===== src/include/sgc_pkg.sv =====
// Constants, attribute numbers and carrier types of the switchgear attribute map.
// Assumes one system clock at 250 MHz; attribute numbers are the network attribute IDs.
package sgc_pkg;
    localparam int SGC_CLK_MHZ = 250;
    localparam int SGC_STEP_US = 10000;
    localparam int SGC_STEP_CYCLES = SGC_STEP_US * SGC_CLK_MHZ;
    localparam int SGC_DEVICES = 4;
    localparam int SGC_POSITIONS = 6;
    localparam int SGC_POS_BITS = 2;

    localparam logic [7:0] SGC_ATTR_POS_FIRST = 8'h05;
    localparam logic [7:0] SGC_ATTR_MODE = 8'h0B;
    localparam logic [7:0] SGC_ATTR_CANCEL = 8'h0F;
    localparam logic [7:0] SGC_ATTR_LATCH_RESET = 8'h15;
    localparam logic [7:0] SGC_ATTR_MINUTE_SYNC = 8'h16;
    localparam logic [7:0] SGC_ATTR_POS_AMPS = 8'h1F;
    localparam logic [7:0] SGC_ATTR_NEG_AMPS = 8'h20;
    localparam logic [7:0] SGC_ATTR_RATIO = 8'h21;
    localparam logic [7:0] SGC_ATTR_ROTATION = 8'h22;
    localparam logic [7:0] SGC_ATTR_POS_VOLTS = 8'h23;
    localparam logic [7:0] SGC_ATTR_NEG_VOLTS = 8'h24;
    localparam logic [7:0] SGC_ATTR_OPEN [SGC_DEVICES] = '{8'h0C, 8'h11, 8'h17, 8'h1B};
    localparam logic [7:0] SGC_ATTR_CLOSE [SGC_DEVICES] = '{8'h0D, 8'h12, 8'h18, 8'h1C};
    localparam logic [7:0] SGC_ATTR_EXEC [SGC_DEVICES] = '{8'h0E, 8'h13, 8'h19, 8'h1D};
    localparam logic [7:0] SGC_ATTR_LIMIT [SGC_DEVICES] = '{8'h10, 8'h14, 8'h1A, 8'h1E};

    localparam logic [31:0] SGC_LIMIT_MIN [SGC_DEVICES] = '{32'h2, 32'h2, 32'h0, 32'h2};
    localparam logic [31:0] SGC_LIMIT_MAX = 32'h000927C0;
    localparam logic [31:0] SGC_LIMIT_RESET = 32'h0;
    localparam logic signed [31:0] SGC_ZERO = 32'sh0;
    localparam logic signed [31:0] SGC_VOLTS_MAX = 32'sh0006DDD0;
    localparam logic signed [31:0] SGC_RATIO_MAX = 32'sh00002710;
    localparam logic signed [31:0] SGC_SIGNED_MIN = 32'sh80000000;

    localparam logic SGC_MODE_REMOTE = 1'b0;
    localparam logic SGC_MODE_LOCAL = 1'b1;
    localparam logic [7:0] SGC_POS_OPEN = 8'h00;
    localparam logic [7:0] SGC_POS_CLOSED = 8'h01;
    localparam logic [7:0] SGC_POS_UNDEF = 8'h02;

    typedef struct packed {
        logic valid;
        logic write;
        logic [7:0] attr;
        logic [31:0] data;
    } sgc_req_type;

    typedef struct packed {
        logic valid;
        logic error;
        logic [31:0] data;
    } sgc_resp_type;

    typedef struct packed {
        logic signed [31:0] posSeqAmps;
        logic signed [31:0] negSeqAmps;
        logic signed [31:0] unbalance;
        logic [7:0] rotation;
        logic signed [31:0] posSeqVolts;
        logic signed [31:0] negSeqVolts;
    } sgc_meas_type;

    function automatic logic [31:0] sgcClamp(input logic signed [31:0] v,
                                             input logic signed [31:0] lo,
                                             input logic signed [31:0] hi);
        if (v < lo) begin
            return lo;
        end else if (v > hi) begin
            return hi;
        end
        return v;
    endfunction

    function automatic logic [7:0] sgcPosCode(input logic [1:0] pin);
        case (pin)
            2'h0: return SGC_POS_OPEN;
            2'h1: return SGC_POS_CLOSED;
            default: return SGC_POS_UNDEF;
        endcase
    endfunction
endpackage


===== src/rtl/sgc_sync.sv =====
// Two-stage synchroniser for a bus of independent level signals.
// Assumes each bit is quasi-static; multi-bit words may be seen mid-change for one cycle.
`timescale 1ns/1ps
module sgc_sync #(
    parameter int WIDTH = 12
) (
    input wire logic clk_sys,
    input wire logic rstn,
    input wire logic [WIDTH-1:0] async,
    output logic [WIDTH-1:0] synced
);
    logic [WIDTH-1:0] meta;

    always_ff @(posedge clk_sys or negedge rstn) begin
        if (!rstn) begin
            meta <= '0;
            synced <= '0;
        end else begin
            meta <= async;
            synced <= meta;
        end
    end
endmodule // sgc_sync


===== src/rtl/sgc_pulse_timer.sv =====
// Control pulse generator for one switching device.
// Assumes start strobes come from the attribute map on the same clock, at most one at a time.
`timescale 1ns/1ps
module sgc_pulse_timer
    import sgc_pkg::*;
#(
    parameter int unsigned TICK_CYCLES = SGC_STEP_CYCLES
) (
    input wire logic clk_sys,
    input wire logic rstn,
    input wire logic startOpen,
    input wire logic startClose,
    input wire logic [31:0] limit,
    output logic driveOpen,
    output logic driveClose,
    output logic busy
);
    typedef enum logic {TM_IDLE, TM_DRIVE} sgc_tm_state_type;
    localparam logic [31:0] TICK_LAST = 32'(TICK_CYCLES - 1);

    sgc_tm_state_type state, next_state;
    logic [31:0] ticksLeft, next_ticksLeft;
    logic [31:0] preLeft, next_preLeft;
    logic next_driveOpen, next_driveClose;
    logic [31:0] heldLimit;
    logic [63:0] onCount;

    // Pulse lasts exactly limit steps; a zero limit gives no pulse at all
    always_comb begin
        next_state = state;
        next_ticksLeft = ticksLeft;
        next_preLeft = preLeft;
        next_driveOpen = driveOpen;
        next_driveClose = driveClose;
        case (state)
            TM_IDLE: begin
                if ((startOpen || startClose) && limit != '0) begin
                    next_state = TM_DRIVE;
                    next_ticksLeft = limit;
                    next_preLeft = TICK_LAST;
                    next_driveOpen = startOpen;
                    next_driveClose = startClose;
                end
            end
            TM_DRIVE: begin
                if (preLeft != '0) begin
                    next_preLeft = preLeft - 32'h1;
                end else if (ticksLeft == 32'h1) begin
                    next_state = TM_IDLE;
                    next_driveOpen = 1'b0;
                    next_driveClose = 1'b0;
                end else begin
                    next_ticksLeft = ticksLeft - 32'h1;
                    next_preLeft = TICK_LAST;
                end
            end
            default: begin
                next_state = TM_IDLE;
                next_driveOpen = 1'b0;
                next_driveClose = 1'b0;
            end
        endcase
    end

    always_ff @(posedge clk_sys or negedge rstn) begin
        if (!rstn) begin
            state <= TM_IDLE;
            ticksLeft <= '0;
            preLeft <= '0;
            driveOpen <= 1'b0;
            driveClose <= 1'b0;
            busy <= 1'b0;
        end else begin
            state <= next_state;
            ticksLeft <= next_ticksLeft;
            preLeft <= next_preLeft;
            driveOpen <= next_driveOpen;
            driveClose <= next_driveClose;
            busy <= (next_state == TM_DRIVE);
        end
    end

    // Helper for the length check only
    always_ff @(posedge clk_sys or negedge rstn) begin
        if (!rstn) begin
            heldLimit <= '0;
            onCount <= '0;
        end else if (state == TM_IDLE && next_state == TM_DRIVE) begin
            heldLimit <= limit;
            onCount <= '0;
        end else if (driveOpen || driveClose) begin
            onCount <= onCount + 64'h1;
        end
    end

    property p_pulseBound;
        @(posedge clk_sys) disable iff (!rstn)
        (driveOpen || driveClose) |-> onCount < 64'(heldLimit) * 64'(TICK_CYCLES);
    endproperty
    a_pulseBound: assert property (p_pulseBound) else $error("control pulse longer than limit");

    property p_oneDirection;
        @(posedge clk_sys) disable iff (!rstn)
        !(driveOpen && driveClose);
    endproperty
    a_oneDirection: assert property (p_oneDirection) else $error("open and close driven together");
endmodule // sgc_pulse_timer


===== src/rtl/sgc_attribute_map.sv =====
// Switchgear control attribute map: positions, control mode, select/execute/cancel,
// pulse limits, latch reset, minute sync and symmetrical-component readings.
// Assumes one attribute request per cycle from the network client on clk_sys;
// position pins are asynchronous, measurements come from logic on the same clock.
`timescale 1ns/1ps
module sgc_attribute_map
    import sgc_pkg::*;
#(
    parameter int unsigned TICK_CYCLES = SGC_STEP_CYCLES
) (
    input wire logic clk_sys,
    input wire logic rstn,
    input wire sgc_req_type attrReq,
    output sgc_resp_type attrResp,
    input wire logic [SGC_POSITIONS*SGC_POS_BITS-1:0] positionPins,
    input wire sgc_meas_type meas,
    output logic [SGC_DEVICES-1:0] driveOpen,
    output logic [SGC_DEVICES-1:0] driveClose,
    output logic controlLocal,
    output logic latchedOutputReset,
    output logic minuteSync
);
    logic rstnMeta;
    logic rstnSync;
    logic [SGC_POSITIONS*SGC_POS_BITS-1:0] posSync;
    logic mode, next_mode;
    logic [SGC_DEVICES-1:0] selOpen, next_selOpen;
    logic [SGC_DEVICES-1:0] selClose, next_selClose;
    logic [31:0] limit [SGC_DEVICES];
    logic [31:0] next_limit [SGC_DEVICES];
    logic next_latch, next_minute;
    logic [SGC_DEVICES-1:0] startOpen, startClose, busy;
    logic found, err, isLocal;
    logic [31:0] rdata;
    sgc_resp_type next_resp;

    // Reset release through two flops, assertion stays asynchronous
    always_ff @(posedge clk_sys or negedge rstn) begin
        if (!rstn) begin
            rstnMeta <= 1'b0;
            rstnSync <= 1'b0;
        end else begin
            rstnMeta <= 1'b1;
            rstnSync <= rstnMeta;
        end
    end

    sgc_sync #(
        .WIDTH(SGC_POSITIONS * SGC_POS_BITS)
    ) u_posSync (
        .clk_sys(clk_sys),
        .rstn(rstnSync),
        .async(positionPins),
        .synced(posSync)
    );

    for (genvar g = 0; g < SGC_DEVICES; g++) begin : g_dev
        sgc_pulse_timer #(
            .TICK_CYCLES(TICK_CYCLES)
        ) u_timer (
            .clk_sys(clk_sys),
            .rstn(rstnSync),
            .startOpen(startOpen[g]),
            .startClose(startClose[g]),
            .limit(limit[g]),
            .driveOpen(driveOpen[g]),
            .driveClose(driveClose[g]),
            .busy(busy[g])
        );
    end

    always_comb begin
        next_mode = mode;
        next_selOpen = selOpen;
        next_selClose = selClose;
        next_limit = limit;
        next_latch = latchedOutputReset;
        next_minute = minuteSync;
        startOpen = '0;
        startClose = '0;
        found = 1'b0;
        err = 1'b0;
        rdata = '0;
        isLocal = (mode == SGC_MODE_LOCAL);
        if (attrReq.valid) begin
            for (int p = 0; p < SGC_POSITIONS; p++) begin
                if (attrReq.attr == SGC_ATTR_POS_FIRST + 8'(p)) begin
                    found = 1'b1;
                    err = attrReq.write;
                    rdata = {24'h0, sgcPosCode(posSync[p*SGC_POS_BITS +: SGC_POS_BITS])};
                end
            end
            for (int d = 0; d < SGC_DEVICES; d++) begin
                if (attrReq.attr == SGC_ATTR_OPEN[d]) begin
                    found = 1'b1;
                    rdata = {31'h0, selOpen[d]};
                    if (attrReq.write && isLocal) begin
                        err = 1'b1;
                    end else if (attrReq.write) begin
                        // A new selection replaces the opposite one
                        next_selOpen[d] = attrReq.data[0];
                        if (attrReq.data[0]) begin
                            next_selClose[d] = 1'b0;
                        end
                    end
                end
                if (attrReq.attr == SGC_ATTR_CLOSE[d]) begin
                    found = 1'b1;
                    rdata = {31'h0, selClose[d]};
                    if (attrReq.write && isLocal) begin
                        err = 1'b1;
                    end else if (attrReq.write) begin
                        next_selClose[d] = attrReq.data[0];
                        if (attrReq.data[0]) begin
                            next_selOpen[d] = 1'b0;
                        end
                    end
                end
                if (attrReq.attr == SGC_ATTR_EXEC[d]) begin
                    found = 1'b1;
                    if (!attrReq.write || isLocal) begin
                        err = 1'b1;
                    end else if (attrReq.data[0]) begin
                        // Execute without a selection, or during a pulse, is refused
                        if (!(selOpen[d] ^ selClose[d]) || busy[d]) begin
                            err = 1'b1;
                        end else begin
                            startOpen[d] = selOpen[d];
                            startClose[d] = selClose[d];
                            next_selOpen[d] = 1'b0;
                            next_selClose[d] = 1'b0;
                        end
                    end
                end
                if (attrReq.attr == SGC_ATTR_LIMIT[d]) begin
                    found = 1'b1;
                    rdata = limit[d];
                    if (attrReq.write) begin
                        // Out-of-range values keep the old limit
                        if (attrReq.data < SGC_LIMIT_MIN[d] || attrReq.data > SGC_LIMIT_MAX) begin
                            err = 1'b1;
                        end else begin
                            next_limit[d] = attrReq.data;
                        end
                    end
                end
            end
            case (attrReq.attr)
                SGC_ATTR_MODE: begin
                    found = 1'b1;
                    rdata = {31'h0, mode};
                    if (attrReq.write) begin
                        next_mode = attrReq.data[0];
                    end
                end
                SGC_ATTR_CANCEL: begin
                    found = 1'b1;
                    if (!attrReq.write || isLocal) begin
                        err = 1'b1;
                    end else if (attrReq.data[0]) begin
                        next_selOpen = '0;
                        next_selClose = '0;
                    end
                end
                SGC_ATTR_LATCH_RESET: begin
                    found = 1'b1;
                    rdata = {31'h0, latchedOutputReset};
                    if (attrReq.write) begin
                        next_latch = attrReq.data[0];
                    end
                end
                SGC_ATTR_MINUTE_SYNC: begin
                    found = 1'b1;
                    rdata = {31'h0, minuteSync};
                    if (attrReq.write) begin
                        next_minute = attrReq.data[0];
                    end
                end
                SGC_ATTR_POS_AMPS: begin
                    found = 1'b1;
                    err = attrReq.write;
                    rdata = sgcClamp(meas.posSeqAmps, SGC_ZERO, ~SGC_SIGNED_MIN);
                end
                SGC_ATTR_NEG_AMPS: begin
                    found = 1'b1;
                    err = attrReq.write;
                    rdata = meas.negSeqAmps;
                end
                SGC_ATTR_RATIO: begin
                    found = 1'b1;
                    err = attrReq.write;
                    rdata = sgcClamp(meas.unbalance, SGC_ZERO, SGC_RATIO_MAX);
                end
                SGC_ATTR_ROTATION: begin
                    found = 1'b1;
                    err = attrReq.write;
                    rdata = {24'h0, meas.rotation};
                end
                SGC_ATTR_POS_VOLTS: begin
                    found = 1'b1;
                    err = attrReq.write;
                    rdata = sgcClamp(meas.posSeqVolts, SGC_ZERO, SGC_VOLTS_MAX);
                end
                SGC_ATTR_NEG_VOLTS: begin
                    found = 1'b1;
                    err = attrReq.write;
                    rdata = sgcClamp(meas.negSeqVolts, SGC_ZERO, SGC_VOLTS_MAX);
                end
                default: begin
                end
            endcase
            if (!found) begin
                err = 1'b1;
            end
        end
        // Pending selections must not survive a change to local control
        if (next_mode == SGC_MODE_LOCAL) begin
            next_selOpen = '0;
            next_selClose = '0;
        end
        next_resp.valid = attrReq.valid;
        next_resp.error = err;
        next_resp.data = err ? '0 : rdata;
    end

    always_ff @(posedge clk_sys or negedge rstnSync) begin
        if (!rstnSync) begin
            mode <= SGC_MODE_REMOTE;
            selOpen <= '0;
            selClose <= '0;
            for (int d = 0; d < SGC_DEVICES; d++) begin
                limit[d] <= SGC_LIMIT_RESET;
            end
            latchedOutputReset <= 1'b0;
            minuteSync <= 1'b0;
            controlLocal <= SGC_MODE_REMOTE;
            attrResp <= '0;
        end else begin
            mode <= next_mode;
            selOpen <= next_selOpen;
            selClose <= next_selClose;
            limit <= next_limit;
            latchedOutputReset <= next_latch;
            minuteSync <= next_minute;
            controlLocal <= next_mode;
            attrResp <= next_resp;
        end
    end

    property p_localNoStart;
        @(posedge clk_sys) disable iff (!rstnSync)
        (mode == SGC_MODE_LOCAL) |-> (startOpen == '0 && startClose == '0);
    endproperty
    a_localNoStart: assert property (p_localNoStart) else $error("start issued in local mode");

    property p_localRefused;
        @(posedge clk_sys) disable iff (!rstnSync)
        (attrReq.valid && attrReq.write && mode == SGC_MODE_LOCAL && attrReq.attr == SGC_ATTR_OPEN[0])
        |=> (attrResp.valid && attrResp.error && selOpen[0] == 1'b0);
    endproperty
    a_localRefused: assert property (p_localRefused) else $error("local select write not refused");

    property p_limitOne;
        @(posedge clk_sys) disable iff (!rstnSync)
        $changed(limit[0]) |-> (limit[0] >= SGC_LIMIT_MIN[0] && limit[0] <= SGC_LIMIT_MAX);
    endproperty
    a_limitOne: assert property (p_limitOne) else $error("device one limit out of range");

    property p_limitThree;
        @(posedge clk_sys) disable iff (!rstnSync)
        (attrReq.valid && attrReq.write && attrReq.attr == SGC_ATTR_LIMIT[2] && attrReq.data <= SGC_LIMIT_MAX)
        |=> (limit[2] == $past(attrReq.data) && !attrResp.error);
    endproperty
    a_limitThree: assert property (p_limitThree) else $error("device three limit write lost");

    property p_posAmps;
        @(posedge clk_sys) disable iff (!rstnSync)
        (attrReq.valid && !attrReq.write && attrReq.attr == SGC_ATTR_POS_AMPS)
        |=> (!attrResp.error && $signed(attrResp.data) >= SGC_ZERO);
    endproperty
    a_posAmps: assert property (p_posAmps) else $error("positive sequence current negative");

    property p_negAmps;
        @(posedge clk_sys) disable iff (!rstnSync)
        (attrReq.valid && !attrReq.write && attrReq.attr == SGC_ATTR_NEG_AMPS)
        |=> (attrResp.data == $past(meas.negSeqAmps));
    endproperty
    a_negAmps: assert property (p_negAmps) else $error("negative sequence current altered");

    property p_posVolts;
        @(posedge clk_sys) disable iff (!rstnSync)
        (attrReq.valid && !attrReq.write && attrReq.attr == SGC_ATTR_POS_VOLTS)
        |=> ($signed(attrResp.data) >= SGC_ZERO && $signed(attrResp.data) <= SGC_VOLTS_MAX);
    endproperty
    a_posVolts: assert property (p_posVolts) else $error("positive sequence voltage out of range");

    property p_negVolts;
        @(posedge clk_sys) disable iff (!rstnSync)
        (attrReq.valid && !attrReq.write && attrReq.attr == SGC_ATTR_NEG_VOLTS)
        |=> ($signed(attrResp.data) <= SGC_VOLTS_MAX);
    endproperty
    a_negVolts: assert property (p_negVolts) else $error("negative sequence voltage above bound");

    property p_cancel;
        @(posedge clk_sys) disable iff (!rstnSync)
        (attrReq.valid && attrReq.write && attrReq.attr == SGC_ATTR_CANCEL && attrReq.data[0])
        |=> (selOpen == '0 && selClose == '0);
    endproperty
    a_cancel: assert property (p_cancel) else $error("cancel left a selection pending");
endmodule // sgc_attribute_map


===== config.mk =====
export PLATFORM = sky130hd
export DESIGN_NAME = sgc_attribute_map
export DESIGN_NICKNAME = d
export VERILOG_FILES = /design/src/include/sgc_pkg.sv /design/src/rtl/sgc_sync.sv /design/src/rtl/sgc_pulse_timer.sv /design/src/rtl/sgc_attribute_map.sv
export SDC_FILE = /design/constraint.sdc
export NUM_CORES = 1
export LEC_CHECK = 0
export BUFFER_PORTS_ARGS = -buffer_cell sky130_fd_sc_hd__buf_2
export CORE_ASPECT_RATIO = 1.75
export CORE_MARGIN = 2
export CORE_UTILIZATION = 40
export DETAILED_ROUTE_END_ITERATION = 16
export HOLD_SLACK_MARGIN = 0.08
export REMOVE_ABC_BUFFERS = 1
export SYNTH_ARGS = -nofsm -noshare
export SYNTH_HDL_FRONTEND = slang
export SYNTH_SLANG_ARGS = --single-unit

===== constraint.sdc =====
create_clock -name clk_sys -period 19.6 [get_ports clk_sys]
set_clock_uncertainty 0.1 [all_clocks]
set_input_delay 0 -clock clk_sys [delete_from_list [all_inputs] [get_ports clk_sys]]
set_output_delay 0 -clock clk_sys [all_outputs]
set_load 0.02 [all_outputs]

==> run metrics, run 1 <==
status finished, final reports clean; Iteration-0 DRC Markers 2413; hold path start meas[124]; critical-path cell list dlygate4sd3_1 -> buf_2 -> nor2_1 -> nand3_1 -> nor2_1 -> a22oi_1 -> nand2_1 -> a221oi_1 -> dlygate4sd3_1 -> a211oi_1 -> dlygate4sd3_1; Sw Ratio 23.14%; leakage power 12.33 nW; Metal-1 WL 34560 µm; port bufs 268; WL met2 46420 µm; GRT Resource Usage Total 28.67%; Fillers 6017; HP Class primary input to flop; Routed Antenna Nets 0; worst vdd ir 0.00006009 V; Die Y 338.2 µm; Max Used Layer met4; Worst Tran Pin Value 1.142 ns; fin crit share 22.18%; vias per cell 6.314; sequential area share after synthesis 45.76%; Top delay family on crit path simple AND/OR/NAND/NOR gates; 1st-pass router iterations 6; Worst EP arrival 4.78 ns; Max-slew headroom 23.19%; CTS clk-pin slew, worst paths 0.07 ns; WS Path Type primary input to flop; required time of the critical path 20.03 ns; CP peak stage delay 0.90 ns; Synth Register Bits 467; # setup viols final 0; setup TNS 0 ns; Row Count 122; FF-to-FF setup slack 15.57 ns; Max Cap Viol 0; Max Clock Freq 230.0 MHz; met3 routed WL 5535 µm; Synth top area share 45.76%; Area growth, synth to finish 19.67%; CP max-delay cell nor2_1; GP Congestion 0.9743; count of unique library cells instantiated by Yosys 91; Synth area leader dfrtp_1; synthesized instance count 2754; pre-CTS WS 15.54 ns; CTS tree built; core box area 63200 µm²; Psw 0.0004721 W; share of layout cells above drive strength 1 17.46%; fin crit period 4.348 ns; largest net degree at the start of global routing 183; die area 65960 µm²; final max-slew violation count 0; FF-to-FF Start isLocal; fin util 48.36%; WP buf/inv 4; RSZ-0062 raised after global routing no; CTS Buf Count 46; Die X 195.0 µm; Starting Density 40.41%; Crit. End Element flop; mean area per synthesized cell 9.272 µm²; FF/Latch Area 11690 µm²; Syn. warnings 0; clk_lat worst skew 0.60 ns; final setup margin 15.25 ns; hold depth 3; Int Pwr 0.001568 W; power density over the cells 66.77 nW/µm²; GR Overflow Total 0; PnR Total Power 0.002041 W; worst hold slack 0.1203 ns; combinational cell fraction of total power 5.2%; vias in the first global route 24988; Multi-input gate area 13110 µm²; ys async rst share 100.0%; Hold Violations, Final 0; Post-synth EDFFs 0; Startpoint Class primary input; via count 24732; final WL 95780 µm; Seq pwr share 47.7%; Worst Hold Path EP attrResp[20]; Root Driver clkbuf_16; Clk pwr share 47.1%; antenna violations before repair 0; post-DR wirelength/cell 24.45 µm; I/O pin count 269; CTS max path bufs 3; CTS HTree Levels 2; R2R depth 9; nets 3314; main area contributors after synthesis dfrtp_1 (46%), a21oi_1 (3.9%), mux2_2 (3.9%), o21ai_0 (3.4%), nor2_1 (2.9%); r2r endpoint attrResp[14]; DRC 0; crit-path most repeated cell dlygate4sd3_1; CP Max Fanout 37; mapped cell area 25540 µm²; clk sinks 467; Post-DP HPWL 69710 µm; Main synth FF type dfrtp_1; first-pass GRT wire length 147100 µm
==> layout by cell type, fill, tap and decap left out, drive strengths merged, types with 24 or more instances in the layout <==
cell type and count:
dfrtp 467, buf 310, a21oi 204, nor2 201
o21ai 182, nand2 158, nand3 146, dlygate4sd3 129
nor3 110, nor4 104, o22ai 92, mux2 88
xnor2 76, nand4 68, clkbuf 64, or3 59
inv 44, a211oi 44, or4 41, nor2b 37
and2 35, a22oi 34, a222oi 27, a2111oi 27
nor3b 24
==> cells in the mapped netlist (15+ instances only) <==
cell / number
xnor2_1: 76
inv_1: 43
or2_2: 22
or4_1: 40
and2_1: 34
nand4_1: 68
nor2b_1: 37
a221oi_1: 23
dfrtp_1: 467
mux2_2: 88
a211oi_1: 44
a21o_1: 15
a22oi_1: 34
a21oi_1: 201
o21ai_0: 171
a222oi_1: 27
nor3_1: 109
o22ai_1: 92
nor4_1: 101
or3_1: 58
ha_1: 16
nor2_1: 200
clkbuf_1: 133
nand2_1: 158
a2111oi_0: 25
nor3b_1: 24
and3_1: 23
nand2b_1: 22
a31oi_1: 20
nand3_1: 146
==> metrics by stage <==
step,std cells,area (µm²)
after floorplan,2587,24830
after global placement,3703,27650
after detailed placement,3703,27650
after CTS,3916,30560
after global routing,3916,30560
final,3917,30560
==> how the worst max path moves through the flow <==
stage / startpoint / end / slack (ns) / cells past startpoint
global route: attrReq[33] / attrResp[4] / 15.08 / 11
detailed placement: attrReq[37] / g_dev[3].u_timer.preLeft[21] / 15.54 / 8
global placement: attrReq[37] / g_dev[3].u_timer.preLeft[17] / 15.66 / 8
finish: attrReq[33] / attrResp[4] / 15.25 / 11
CTS: attrReq[33] / attrResp[4] / 15.38 / 11
floorplan: rstnSync / attrResp[0] / 5.52 / 0
==> logic make-up after synthesis <==
logic type	synth area share, %
other	0.01469
buffers and inverters	3.415
AOI/OAI and AO/OA	20.51
xor gates and xnor gates	2.812
muxes	4.116
and+or+nand+nor	22.59
adders and majority gates	0.7840
DFF	45.76
==> power groups by stage <==
stage          Combinational [W]  Sequential, W  Clock (W)
2_1_floorplan          0.0000219        0.00100          0
3_3_place_gp           0.0000896       0.000991          0
3_5_place_dp           0.0000912       0.000991          0
4_1_cts                 0.000105       0.000973   0.000978
5_1_grt                 0.000115       0.000973    0.00101
6_report                0.000106       0.000973   0.000961
==> tightest hold or removal path, stage by stage <==
cell and delay [ns]:
buf_2 0.08, a222oi_1 0.16, a21oi_1 0.45
==> final cells by class <==
cell class                      count  area share (%)
Antenna cell                        1        0.008189
Clock buffer                       64           4.418
Clock inverter                     20          0.8557
Inverter                           45          0.5527
Multi-Input combinational cell   2075           42.88
Sequential cell                   467           38.25
Tap cell                          806           3.300
Timing Repair Buffer              439           9.728
==> per-layer routing <==
| layer | vias to the layer above | global-route usage (%) |
|---|---|---|
| met2 | 1012 | 48.59 |
| met5 | - | 0 |
| met3 | 316 | 4.045 |
| met1 | 12248 | 31.83 |
| met4 | 0 | 23.74 |
| li1 | 11156 | - |
==> repair_timing <==
action,in CTS,in global routing
hold buffers,129,0
setup endpoints to repair,0,0
endpoints found under the hold margin,138,0
setup buffers,0,0
gates resized for setup,0,0
==> sequential cells by signal, indices dropped and copies added (netlist names), 4 cells and up <==
signal                    flops
attrResp                     34
g_dev.u_timer.busy            4
g_dev.u_timer.driveClose      4
g_dev.u_timer.driveOpen       4
g_dev.u_timer.preLeft       128
g_dev.u_timer.ticksLeft     128
limit                       128
selClose                      4
selOpen                       4
u_posSync.meta               12
u_posSync.synced             12
(Power assumes the default switching activity.)
==> run 2: changes to the inputs <==
==> constraint.sdc (replaced) <==
create_clock -name clk_sys -period 4.25 [get_ports clk_sys]
set_clock_uncertainty 0.1 [all_clocks]
set_input_delay 0 -clock clk_sys [delete_from_list [all_inputs] [get_ports clk_sys]]
set_output_delay 0 -clock clk_sys [all_outputs]
set_load 0.02 [all_outputs]
==> run 2 against run 1 <==
Compared with the run above:
- hold slack barely moved
- flip-flop and latch count is the same
- register-to-register slack got worse by 15 ns
- critical endpoint unchanged
- highest routed layer unchanged
==> run metrics, run 2 (synthesis results as in run 1) <==
Crit. End Element flop; ANT cells 0; Placed Instances 3758; antenna violations before repair 2; CTS HTree Levels 2; Max-slew headroom 21.00%; fin util 48.88%; CTS Buf Count 46; Row Count 122; Area growth, synth to finish 20.97%; post-DR wirelength/cell 24.78 µm; placed cell area 28100 µm²; Max Cap Viol 0; Iteration-0 DRC Markers 2166; Worst EP arrival 4.42 ns; commonest non-fill, non-tap cell in the layout dfrtp_1; Setup Fix Bufs, Post-CTS 0; final WL 98430 µm; CTS clk-pin slew, worst paths 0.07 ns; GRT Resource Usage Total 29.29%; Hold Violations, Final 0; fin crit period 3.998 ns; GR Overflow Total 0; port bufs 268; fin area 30890 µm²; clk sinks 467; GP Congestion 0.9750; Startpoint Class primary input; vias per cell 6.323; most frequent cells in the layout dfrtp_1 (466), buf_2 (268), a21oi_1 (201); WS Path Type primary input to flop; # setup viols final 0; required time of the critical path 4.68 ns; RSZ-0062 raised after global routing no; HP Class primary input to flop; worst vdd ir 0.0003459 V; Post-DP HPWL 72470 µm; share of layout cells above drive strength 1 18.60%; Starting Density 40.41%; leakage power 12.55 nW; Largest regs g_dev.u_timer.preLeft: 128 flops, g_dev.u_timer.ticksLeft: 128 flops, limit: 128 flops; status finished, final reports clean; Die Y 338.2 µm; nets 3374; clk_lat worst skew 0.60 ns; 1st-pass router iterations 8; Root Driver clkbuf_16; CTS tree built; first-pass GRT wire length 150000 µm; Max Clock Freq 250.1 MHz; largest net degree at the start of global routing 89; final max-slew violation count 0; vias in the first global route 25088; CTS max path bufs 3; power density over the cells 293.6 nW/µm²; Worst Tran Pin Value 1.181 ns; Finished Layout Cells 3973; Die X 195.0 µm; fin crit share 94.06%; CP Max Fanout 23; DRC 0; core box area 63200 µm²; I/O pin count 269; via count 25122; die area 65960 µm²; Routed Antenna Nets 0
[run 2: changes by cell type in the layout (fill, tap and decap cells not counted), moves of 3 or more]
cell | previous run | this run
bufinv_16 | 6 | 1
clkbuf_1 | 6 | 13
buf_4 | 40 | 92
buf_12 | 2 | 5
dlygate4sd3_1 | 129 | 134
[run 2: critical path, stage by stage]
cell and delay (ns):
dlygate4sd3_1 0.53, buf_2 0.27, nor2_1 0.54, nand3_1 0.26
buf_4 0.27, nor2_1 0.68, a22oi_1 0.20, nand2_1 0.14
a221oi_1 0.07, dlygate4sd3_1 0.62, a211oi_1 0.25, dlygate4sd3_1 0.58
[run 2: layout make-up]
cell class / count / area [µm²]
fill: 6086 / 32310
sequential: 467 / 11690
multi-input combinational: 2075 / 13110
clock inverter: 12 / 91.34
clock buffer: 69 / 1349
tap: 806 / 1008
timing repair buffer: 499 / 3473
inverter: 45 / 168.9
[run 2: power by group]
group          switching [W]  internal [W]  leakage (nW)  total (W)
sequential         0.0000275       0.00446          5.85    0.00449
clock                0.00183       0.00225         0.713    0.00407
combinational       0.000306      0.000198          5.99   0.000504
[run 2: final timing paths]
check                                                from                      endpoint  slack [ns]  cells past startpoint
setup / recovery                              attrReq[32]                   attrResp[4]        0.25                     12
hold / removal                                attrReq[36]                    selOpen[0]        0.12                      6
setup reg to reg           g_dev[1].u_timer.ticksLeft[16]  g_dev[1].u_timer.preLeft[30]        0.51                      7
hold reg to reg                         u_posSync.meta[9]           u_posSync.synced[9]        0.24                      0
max in group asynchronous                        rstnSync  g_dev[2].u_timer.preLeft[10]        2.42                      2
min in group asynchronous                            rstn                      rstnSync        0.15                      3
[run 2: metal layers]
layer / up-vias / global-route usage, % / part of all wire [%]
met3: 357 / 3.905 / 5.8
met4: 0 / 22.79 / 9.2
met5: - / 0 / 0
met1: 12402 / 32.98 / 36
li1: 11274 / - / -
met2: 1089 / 49.99 / 49
[run 2: metrics by stage]
stage                     hold WS (ns)  total power, W  worst slack, ns  TNS [ns]
after detailed placement       -0.3124        0.005004           0.5804         0
after global routing            0.1339        0.009334           0.1450         0
after global placement         -0.3150        0.004998           0.6525         0
final                           0.1199        0.009070           0.2522         0
after floorplan                -0.3956        0.004728           -9.830  -4618.30
after CTS                      0.08927        0.009131           0.1489         0
[run 2: timing repair]
action | in CTS | in global routing
endpoints found under the hold margin | 139 | 0
gates resized for setup | 0 | 2
hold buffers | 134 | 0
endpoints found under the setup margin | 0 | 3
